[src/design/dioc_consts.vh]
`ifndef DIOC_CONSTS_VH
`define DIOC_CONSTS_VH
// ==========================================================
// Register offsets.
`define DIOC_OFF_CTRL     8'h00
`define DIOC_OFF_SEL      8'h04
`define DIOC_OFF_DIV      8'h08
`define DIOC_OFF_STAT     8'h0c
// ==========================================================
// Control register fields.
`define DIOC_C_IN_DDR     0
`define DIOC_C_OUT_DDR    1
`define DIOC_C_INIT_HI    2
`define DIOC_C_OE_NEG     3
`define DIOC_C_IN_EDGE    4
`define DIOC_C_DLY_LO     5
`define DIOC_C_DLY_HI     6
// ==========================================================
// Select register fields.
`define DIOC_S_OE_LO      0
`define DIOC_S_OE_HI      2
`define DIOC_S_ICE_LO     3
`define DIOC_S_ICE_HI     5
`define DIOC_S_OCE_LO     6
`define DIOC_S_OCE_HI     8
`define DIOC_S_ICLK_LO    9
`define DIOC_S_ICLK_HI    10
`define DIOC_S_OCLK_LO    11
`define DIOC_S_OCLK_HI    12
`define DIOC_S_CLR_LO     13
`define DIOC_S_CLR_HI     14
// ==========================================================
// Reset values.
`define DIOC_CTRL_RST     7'h00
`define DIOC_SEL_RST      15'h01f8
`define DIOC_DIV_RST      8'h01
`endif

[src/design/dioc_top.v]
`timescale 1ns/1ps
`include "dioc_consts.vh"
// ==========================================================
// Operation
// Two input, output, enable registers plus latch.
// Falling-edge enable register delays pin drive.
// Twelve-line control bus feeds cell controls.
// Bus lines routed to enable, clock, clear.
// Input registers have own clock, enable.
// Output and enable registers share clock, enable.
// One clear source for every register.
// Power-up level low or high, selectable; reset always loads low, the selected level is loaded on clear.
// DDR input: alternate edges, latch aligns pair.
// DDR output: load on rise, level muxes.
// Bidirectional DDR runs both paths together.
// DDR bus transfers on both clock edges.
// Input delay: off plus three levels.
// Read or write every cycle, no turnaround.
// Pair order fixed: rise bit, fall bit.
module dioc_top (
    input  wire        ref_clk_in,
    input  wire        reset_n_in,
    input  wire        psel_in,
    input  wire        penable_in,
    input  wire        pwrite_in,
    input  wire [7:0]  paddr_in,
    input  wire [31:0] pwdata_in,
    output wire [31:0] prdata_out,
    output wire        pready_out,
    output wire        pslverr_out,
    input  wire [5:0]  oe_bus_in,
    input  wire [5:0]  ce_bus_in,
    input  wire        pad_in,
    output wire        pad_out,
    output wire        pad_oe_out,
    output wire        pad_clk_out,
    input  wire        tx_valid_in,
    input  wire [1:0]  tx_data_in,
    output wire        tx_ready_out,
    output wire        rx_valid_out,
    output wire [1:0]  rx_data_out,
    input  wire        rx_ready_in
);
    // ==========================================================
    // Helper functions.
    function sel_ce;
        input [2:0] s;
        input [5:0] ce;
        begin
            if (s < 3'h6) begin
                sel_ce = ce[s];
            end else begin
                sel_ce = 1'b1;
            end
        end
    endfunction

    function sel_clk;
        input [1:0] s;
        input       div_lvl;
        input [5:0] ce;
        begin
            case (s)
                2'h1: sel_clk = ce[0];
                2'h2: sel_clk = ce[2];
                default: sel_clk = div_lvl;
            endcase
        end
    endfunction

    // ==========================================================
    // Declarations.
    reg  [6:0]  ctrl_reg;
    reg  [14:0] sel_reg;
    reg  [7:0]  div_reg;
    reg  [31:0] prdata_reg;
    reg         pready_reg;
    reg         pslverr_reg;
    reg  [31:0] rd_next;
    reg         hit_next;
    reg  [7:0]  div_cnt_reg;
    reg         div_lvl_reg;
    reg         ilvl_q_reg;
    reg         olvl_q_reg;
    reg         sync1_reg;
    reg         sync2_reg;
    reg         sync3_reg;
    reg         pin_reg;
    reg  [2:0]  dly_reg;
    reg         pin_d;
    reg         in_a_reg;
    reg         in_b_reg;
    reg         lat_reg;
    reg         push_v;
    reg  [1:0]  push_d;
    reg         hold_v_reg;
    reg  [1:0]  hold_d_reg;
    reg         tx_rdy_reg;
    reg         out0_reg;
    reg         out1_reg;
    reg         oe_pos_reg;
    reg         oe_neg_reg;
    reg         oe_src;
    reg         pad_out_reg;
    reg         pad_oe_reg;
    reg         pad_clk_reg;
    wire        acc;
    wire        wr;
    wire        init_v;
    wire        clr;
    wire        ilvl;
    wire        olvl;
    wire        irise;
    wire        ifall;
    wire        orise;
    wire        ofall;
    wire        ice;
    wire        oce;
    wire        take;
    wire        buf_rdy;
    wire [1:0]  clr_sel;

    // ==========================================================
    // APB slave.
    assign acc = psel_in & penable_in & pready_reg;
    assign wr  = acc & pwrite_in;

    always @* begin
        hit_next = 1'b1;
        rd_next  = 32'h0000_0000;
        case (paddr_in)
            `DIOC_OFF_CTRL: rd_next = {25'h0000000, ctrl_reg};
            `DIOC_OFF_SEL:  rd_next = {17'h00000, sel_reg};
            `DIOC_OFF_DIV:  rd_next = {24'h000000, div_reg};
            `DIOC_OFF_STAT: rd_next = {26'h0000000, hold_v_reg, buf_rdy, rx_valid_out,
                                       oe_pos_reg, pad_oe_reg, pin_reg};
            default:        hit_next = 1'b0;
        endcase
    end

    always @(posedge ref_clk_in) begin
        if (!reset_n_in) begin
            ctrl_reg    <= `DIOC_CTRL_RST;
            sel_reg     <= `DIOC_SEL_RST;
            div_reg     <= `DIOC_DIV_RST;
            prdata_reg  <= 32'h0000_0000;
            pready_reg  <= 1'b0;
            pslverr_reg <= 1'b0;
        end else begin
            pready_reg  <= psel_in & penable_in & ~pready_reg;
            pslverr_reg <= psel_in & penable_in & ~pready_reg & ~hit_next;
            if (psel_in & penable_in & ~pready_reg) begin
                prdata_reg <= pwrite_in ? 32'h0000_0000 : rd_next;
            end
            if (wr && paddr_in == `DIOC_OFF_CTRL) begin
                ctrl_reg <= pwdata_in[6:0];
            end
            if (wr && paddr_in == `DIOC_OFF_SEL) begin
                sel_reg <= pwdata_in[14:0];
            end
            if (wr && paddr_in == `DIOC_OFF_DIV) begin
                div_reg <= pwdata_in[7:0];
            end
        end
    end

    // ==========================================================
    // Clock phases, enables and clear routing.
    always @(posedge ref_clk_in) begin
        if (!reset_n_in) begin
            div_cnt_reg <= 8'h00;
            div_lvl_reg <= 1'b0;
        end else if (div_cnt_reg >= div_reg) begin
            div_cnt_reg <= 8'h00;
            div_lvl_reg <= ~div_lvl_reg;
        end else begin
            div_cnt_reg <= div_cnt_reg + 8'h01;
        end
    end

    assign ilvl    = sel_clk(sel_reg[`DIOC_S_ICLK_HI:`DIOC_S_ICLK_LO], div_lvl_reg, ce_bus_in);
    assign olvl    = sel_clk(sel_reg[`DIOC_S_OCLK_HI:`DIOC_S_OCLK_LO], div_lvl_reg, ce_bus_in);
    assign irise   = ilvl & ~ilvl_q_reg;
    assign ifall   = ~ilvl & ilvl_q_reg;
    assign orise   = olvl & ~olvl_q_reg;
    assign ofall   = ~olvl & olvl_q_reg;
    assign ice     = sel_ce(sel_reg[`DIOC_S_ICE_HI:`DIOC_S_ICE_LO], ce_bus_in) & buf_rdy;
    assign oce     = sel_ce(sel_reg[`DIOC_S_OCE_HI:`DIOC_S_OCE_LO], ce_bus_in);
    assign clr_sel = sel_reg[`DIOC_S_CLR_HI:`DIOC_S_CLR_LO];
    assign clr     = (clr_sel == 2'h1 & ce_bus_in[4]) | (clr_sel == 2'h2 & ce_bus_in[5]);
    assign init_v  = ctrl_reg[`DIOC_C_INIT_HI];

    always @* begin
        case (sel_reg[`DIOC_S_OE_HI:`DIOC_S_OE_LO])
            3'h6:    oe_src = ce_bus_in[1];
            3'h7:    oe_src = ce_bus_in[3];
            default: oe_src = oe_bus_in[sel_reg[`DIOC_S_OE_HI:`DIOC_S_OE_LO]];
        endcase
    end

    always @(posedge ref_clk_in) begin
        if (!reset_n_in) begin
            ilvl_q_reg <= 1'b0;
            olvl_q_reg <= 1'b0;
        end else begin
            ilvl_q_reg <= ilvl;
            olvl_q_reg <= olvl;
        end
    end

    // ==========================================================
    // Input path.
    always @(posedge ref_clk_in) begin
        if (!reset_n_in) begin
            sync1_reg <= 1'b0;
            sync2_reg <= 1'b0;
            sync3_reg <= 1'b0;
            pin_reg   <= 1'b0;
            dly_reg   <= 3'h0;
        end else begin
            sync1_reg <= pad_in;
            sync2_reg <= sync1_reg;
            sync3_reg <= sync2_reg;
            if (sync2_reg == sync3_reg) begin
                pin_reg <= sync3_reg;
            end
            dly_reg <= {dly_reg[1:0], pin_reg};
        end
    end

    always @* begin
        case (ctrl_reg[`DIOC_C_DLY_HI:`DIOC_C_DLY_LO])
            2'h1:    pin_d = dly_reg[0];
            2'h2:    pin_d = dly_reg[1];
            2'h3:    pin_d = dly_reg[2];
            default: pin_d = pin_reg;
        endcase
    end

    always @(posedge ref_clk_in) begin
        if (!reset_n_in) begin
            in_a_reg <= 1'b0;
            in_b_reg <= 1'b0;
            lat_reg  <= 1'b0;
        end else if (clr) begin
            in_a_reg <= init_v;
            in_b_reg <= init_v;
            lat_reg  <= init_v;
        end else begin
            if (irise & ice) begin
                in_a_reg <= pin_d;
            end
            if (ifall & ice) begin
                in_b_reg <= pin_d;
            end
            if (ilvl) begin
                lat_reg <= in_a_reg;
            end
        end
    end

    always @* begin
        push_v = 1'b0;
        push_d = 2'h0;
        if (!ctrl_reg[`DIOC_C_IN_DDR]) begin
            push_v = irise & ice & ~clr;
            push_d = {1'b0, pin_d};
        end else if (ctrl_reg[`DIOC_C_IN_EDGE]) begin
            push_v = ifall & ice & ~clr;
            push_d = {pin_d, in_a_reg};
        end else begin
            push_v = irise & ice & ~clr;
            push_d = {in_b_reg, lat_reg};
        end
    end

    dioc_buf2 #(
        .WIDTH(2)
    ) u_rx_buf (
        .ref_clk_in   (ref_clk_in),
        .reset_n_in   (reset_n_in),
        .in_valid_in  (push_v),
        .in_data_in   (push_d),
        .in_ready_out (buf_rdy),
        .out_valid_out(rx_valid_out),
        .out_data_out (rx_data_out),
        .out_ready_in (rx_ready_in)
    );

    // ==========================================================
    // Output and output-enable path.
    assign take = orise & oce & hold_v_reg;

    always @(posedge ref_clk_in) begin
        if (!reset_n_in) begin
            hold_v_reg <= 1'b0;
            hold_d_reg <= 2'h0;
            tx_rdy_reg <= 1'b0;
        end else begin
            if (tx_valid_in & tx_rdy_reg) begin
                hold_v_reg <= 1'b1;
                hold_d_reg <= tx_data_in;
                tx_rdy_reg <= 1'b0;
            end else if (take) begin
                hold_v_reg <= 1'b0;
                tx_rdy_reg <= 1'b1;
            end else begin
                tx_rdy_reg <= ~hold_v_reg;
            end
        end
    end

    always @(posedge ref_clk_in) begin
        if (!reset_n_in) begin
            out0_reg   <= 1'b0;
            out1_reg   <= 1'b0;
            oe_pos_reg <= 1'b0;
            oe_neg_reg <= 1'b0;
        end else if (clr) begin
            out0_reg   <= init_v;
            out1_reg   <= init_v;
            oe_pos_reg <= init_v;
            oe_neg_reg <= init_v;
        end else begin
            if (take) begin
                out0_reg <= hold_d_reg[0];
                out1_reg <= hold_d_reg[1];
            end
            if (orise & oce) begin
                oe_pos_reg <= oe_src;
            end
            if (ofall & oce) begin
                oe_neg_reg <= oe_pos_reg;
            end
        end
    end

    always @(posedge ref_clk_in) begin
        if (!reset_n_in) begin
            pad_out_reg <= 1'b0;
            pad_oe_reg  <= 1'b0;
            pad_clk_reg <= 1'b0;
        end else begin
            if (ctrl_reg[`DIOC_C_OUT_DDR]) begin
                pad_out_reg <= olvl ? out0_reg : out1_reg;
            end else begin
                pad_out_reg <= out0_reg;
            end
            if (ctrl_reg[`DIOC_C_OE_NEG]) begin
                pad_oe_reg <= oe_pos_reg & oe_neg_reg;
            end else begin
                pad_oe_reg <= oe_pos_reg;
            end
            pad_clk_reg <= olvl;
        end
    end

    // ==========================================================
    // Outputs; input and output paths run side by side on one pin.
    assign prdata_out   = prdata_reg;
    assign pready_out   = pready_reg;
    assign pslverr_out  = pslverr_reg;
    assign pad_out      = pad_out_reg;
    assign pad_oe_out   = pad_oe_reg;
    assign pad_clk_out  = pad_clk_reg;
    assign tx_ready_out = tx_rdy_reg;
endmodule // dioc_top

[src/design/dioc_buf2.v]
`timescale 1ns/1ps
// ==========================================================
// Two-entry buffer with registered outputs.
module dioc_buf2 #(
    parameter WIDTH = 2
) (
    input  wire             ref_clk_in,
    input  wire             reset_n_in,
    input  wire             in_valid_in,
    input  wire [WIDTH-1:0] in_data_in,
    output wire             in_ready_out,
    output wire             out_valid_out,
    output wire [WIDTH-1:0] out_data_out,
    input  wire             out_ready_in
);
    reg             head_v_reg;
    reg [WIDTH-1:0] head_d_reg;
    reg             spare_v_reg;
    reg [WIDTH-1:0] spare_d_reg;
    reg             rdy_reg;
    reg             head_v_next;
    reg [WIDTH-1:0] head_d_next;
    reg             spare_v_next;
    reg [WIDTH-1:0] spare_d_next;
    wire            push;
    wire            pop;

    assign push          = in_valid_in & rdy_reg;
    assign pop           = head_v_reg & out_ready_in;
    assign in_ready_out  = rdy_reg;
    assign out_valid_out = head_v_reg;
    assign out_data_out  = head_d_reg;

    always @* begin
        head_v_next  = head_v_reg;
        head_d_next  = head_d_reg;
        spare_v_next = spare_v_reg;
        spare_d_next = spare_d_reg;
        if (!head_v_reg || pop) begin
            if (spare_v_reg) begin
                head_v_next  = 1'b1;
                head_d_next  = spare_d_reg;
                spare_v_next = 1'b0;
            end else begin
                head_v_next = push;
                head_d_next = in_data_in;
            end
        end else if (push) begin
            spare_v_next = 1'b1;
            spare_d_next = in_data_in;
        end
    end

    always @(posedge ref_clk_in) begin
        if (!reset_n_in) begin
            head_v_reg  <= 1'b0;
            head_d_reg  <= {WIDTH{1'b0}};
            spare_v_reg <= 1'b0;
            spare_d_reg <= {WIDTH{1'b0}};
            rdy_reg     <= 1'b0;
        end else begin
            head_v_reg  <= head_v_next;
            head_d_reg  <= head_d_next;
            spare_v_reg <= spare_v_next;
            spare_d_reg <= spare_d_next;
            rdy_reg     <= ~spare_v_next;
        end
    end
endmodule // dioc_buf2

[config.mk]
export PLATFORM = sky130hd
export DESIGN_NAME = dioc_top
export DESIGN_NICKNAME = d
export VERILOG_FILES = /design/src/design/dioc_top.v /design/src/design/dioc_buf2.v
export VERILOG_INCLUDE_DIRS = /design/src /design/src/design
export SDC_FILE = /design/constraint.sdc
export NUM_CORES = 1
export LEC_CHECK = 0
export ABC_AREA = 1
export CORE_MARGIN = 2
export CORE_UTILIZATION = 35
export CTS_CLUSTER_SIZE = 8
export DETAILED_ROUTE_END_ITERATION = 8
export DONT_BUFFER_PORTS = 1
export PLACE_DENSITY = 0.47
export SKIP_LAST_GASP = 1
export SYNTH_ARGS = -nofsm -noshare
export SYNTH_HDL_FRONTEND = slang
export SYNTH_SLANG_ARGS = --single-unit
[constraint.sdc]
create_clock -name ref_clk_in -period 2.55 [get_ports ref_clk_in]
set_clock_uncertainty 0.2 [all_clocks]
set_input_delay 0.51 -clock ref_clk_in [delete_from_list [all_inputs] [get_ports ref_clk_in]]
set_output_delay 0.51 -clock ref_clk_in [all_outputs]
set_load 0.01 [all_outputs]
==> flow_summary.ini <==
[clocking]
cts.sinks = 85
cts_buffer_depth = 2
cts_inserted_buffers = 9
cts_setup_buffers = 0
cts-root-buf = clkbuf_16
cts_tree = done
cts_hold_buf = 0
cts.htree.levels = 3
postCtsResizedCells = 0
clkTransAtPathRegs_ns = 0.07
insertion_delay_ns = 0.35

[power]
power_frac_seq_pct = 47.4
switchingPower_uw = 818
worst_ir_drop_vdd_uv = 317
netSwitchingFraction_pct = 27.3
power_mw = 3.00
p_int_mw = 2.18
p_leak_nw = 1.91
pwr-share-clk_pct = 42.1
power_density_mw_per_mm2 = 677
pwr-share-comb_pct = 10.5

[run]
cap_violations = 0

[critical_path]
crit_type = reg2reg
reg2reg_depth = 12
reg2reg_slack_ns = 0.56
crit_arrival_ns = 2.04
cp_max_fo = 3
cp.required_ns = 2.59
reg2reg_to = u_rx_buf.out_valid_out$_SDFFE_PN0N_
end_kind = register
r2r-start = sel_reg[9]$_SDFFE_PN0P_
crit_path_start_kind = register

[hold_path]
holdPathEnd = sync1_reg$_SDFF_PN0_
hold_class = in2reg
min-delay-start = pad_in
min_path_cells = 2

[yosys]
synth-seq-cells = 85
async_flop_share_pct = 0
synth_edf_count = 0
netlist_instances = 548
synth_area_mm2 = 0.00409
ys_warn_count = 0
synth_top_cell_area_share_pct = 41.6
ys.flop_type = dfxtp_1
ys_seq_area_share_pct = 41.6
synth_cell_types = 42
synthTopCellsByArea = dfxtp_1, nand2_1, a21oi_1, inv_1, o21ai_0
synth_area_per_cell_um2 = 7.46
netlist.top_cell.by_area = dfxtp_1

[status]
status = completed

[placement]
io_buffers = 0
dp.cells = 679
dp_hpwl_um = 7890
gp_congestion = 0.809
placed_area_mm2 = 0.00414

[die]
core_area_mm2 = 0.0114
die_area_mm2 = 0.0126
die_x_um = 112
pin_count = 103
initial_core_util_pct = 35.8
rows = 39
die_y_um = 112

[finish]
syn_to_final_growth_pct = 8.27
fin_area_mm2 = 0.00442
instances_no_fill = 695
multi_input_area_mm2 = 0.00197
fin_util_pct = 38.7
regArea_mm2 = 0.00170
drive_above_1_share_pct = 9.42
diodes = 0
fin_nets = 622
n_fill_cell = 1207

[sta]
period_share_pct = 78.2
fmax_ghz = 0.502
setup_tns_ns = 0
period_minus_slack_ns = 1.99
rsz0062_at_grt = no
slew_violations = 0
hold_viol = 0
finalSetupViolations = 0

[detailed_routing]
first_pass_iters = 4
routedWlPerCell_um = 15.0
routed_wl_um = 10400
ant_nets = 0
drtIter0Drc = 219
num_vias = 3398
drcViolationCount = 0
post_drt_via_cell_ratio = 4.89

[global_routing]
grt_overflow = 0
grt_util_all_layers_pct = 17.2
antenna_found_initial = 0
grt_max_degree = 48
grt_pass1_wl_um = 16700
grt_pass1_vias = 3219
## per-stage QoR
| step | hold WS (ns) | setup slack [ns] |
|---|---|---|
| floorplan | 0.190 | 0.739 |
| global placement | 0.198 | 0.549 |
| detailed placement | 0.202 | 0.520 |
| CTS | 0.0532 | 0.550 |
| global route | 0.0631 | 0.301 |
| finish | 0.0665 | 0.557 |
## power by group through the flow
stage	registers (mW)	clock network (mW)	logic, mW
3_3_place_gp	1.45	0	0.312
5_1_grt	1.43	1.35	0.368
4_1_cts	1.42	1.29	0.320
2_1_floorplan	1.44	0	0.274
6_report	1.42	1.26	0.315
3_5_place_dp	1.45	0	0.317
## critical path, cell delays in order, from the launching register on
cell and delay [ns]:
dfxtp_1 0.35, inv_1 0.06, ha_1 0.27, inv_1 0.06, or2_4 0.25, nand2_2 0.10, nor2_2 0.05, nand3_1 0.10
nand2_1 0.09, nand3_1 0.09, nand2_1 0.09, o21ai_1 0.13, inv_1 0.05
## how the worst max path moves through the flow
stage,startpoint,to,slack (ns),depth (start not counted)
6_report,sel_reg[9]$_SDFFE_PN0P_,u_rx_buf.out_valid_out$_SDFFE_PN0N_,0.56,12
5_1_grt,sel_reg[11]$_SDFFE_PN0P_,out1_reg$_SDFFE_PN0P_,0.30,11
4_1_cts,sel_reg[9]$_SDFFE_PN0P_,u_rx_buf.spare_d_reg[0]$_SDFFE_PN0P_,0.55,11
3_5_place_dp,paddr_in[7],sel_reg[11]$_SDFFE_PN0P_,0.52,8
3_3_place_gp,paddr_in[7],sel_reg[10]$_SDFFE_PN0P_,0.55,8
2_1_floorplan,sel_reg[9]$_SDFFE_PN0P_,u_rx_buf.out_valid_out$_SDFFE_PN0N_,0.74,12
## cell usage in the layout, fill, tap and decap left out, types with 9 or more instances in the layout
cell / n
nand3_1: 23
o21ai_1: 11
clkbuf_16: 9
conb_1: 17
a21oi_1: 51
ha_1: 13
inv_1: 64
o211ai_1: 10
nor2_1: 41
o21ai_0: 39
dfxtp_1: 85
nand4_1: 9
nand2_1: 114
## area by class of cell
class	count	area share (%)
tap	143	4.04
clock buffer	10	5.40
multi-input combinational	376	44.4
clock inverter	6	1.05
timing repair buffer	2	0.339
sequential	85	38.5
inverter	73	6.28
## synthesized netlist by cell type, types with 4 or more instances
master,count
o21ai_1,11
ha_1,13
o22ai_1,5
o211ai_1,10
nand4_1,9
nand2_1,114
nor2_1,41
nand2_2,4
clkbuf_1,7
buf_4,19
o21ai_0,39
a31oi_1,4
nand3_1,23
inv_2,7
inv_1,64
dfxtp_1,85
a21oi_1,51
## kinds of logic (layout without fill, tap and decap cells)
logic type / count (synthesis) / count (layout) / share of synthesized area [%]
other cells: 1 / 17 / 0.0918
simple gates: 208 / 208 / 23.3
compound gates: 134 / 134 / 18.4
fa+ha+maj: 13 / 13 / 3.98
buf+inv: 103 / 91 / 11.7
flops: 85 / 85 / 41.6
xor+xnor: 4 / 4 / 0.857
## routing by layer
| metal | share of wire [%] | routed length, um | vias up | global-route usage (%) |
|---|---|---|---|---|
| li1 | - | - | 1760 | - |
| met1 | 50 | 5200 | 1538 | 23.7 |
| met2 | 43 | 4500 | 90 | 26.0 |
| met3 | 5.4 | 565 | 10 | 4.05 |
| met4 | 1.6 | 163 | 0 | 6.99 |
| met5 | 0 | 0 | - | 0 |
Note: power is estimated with default switching activity, not from simulation.
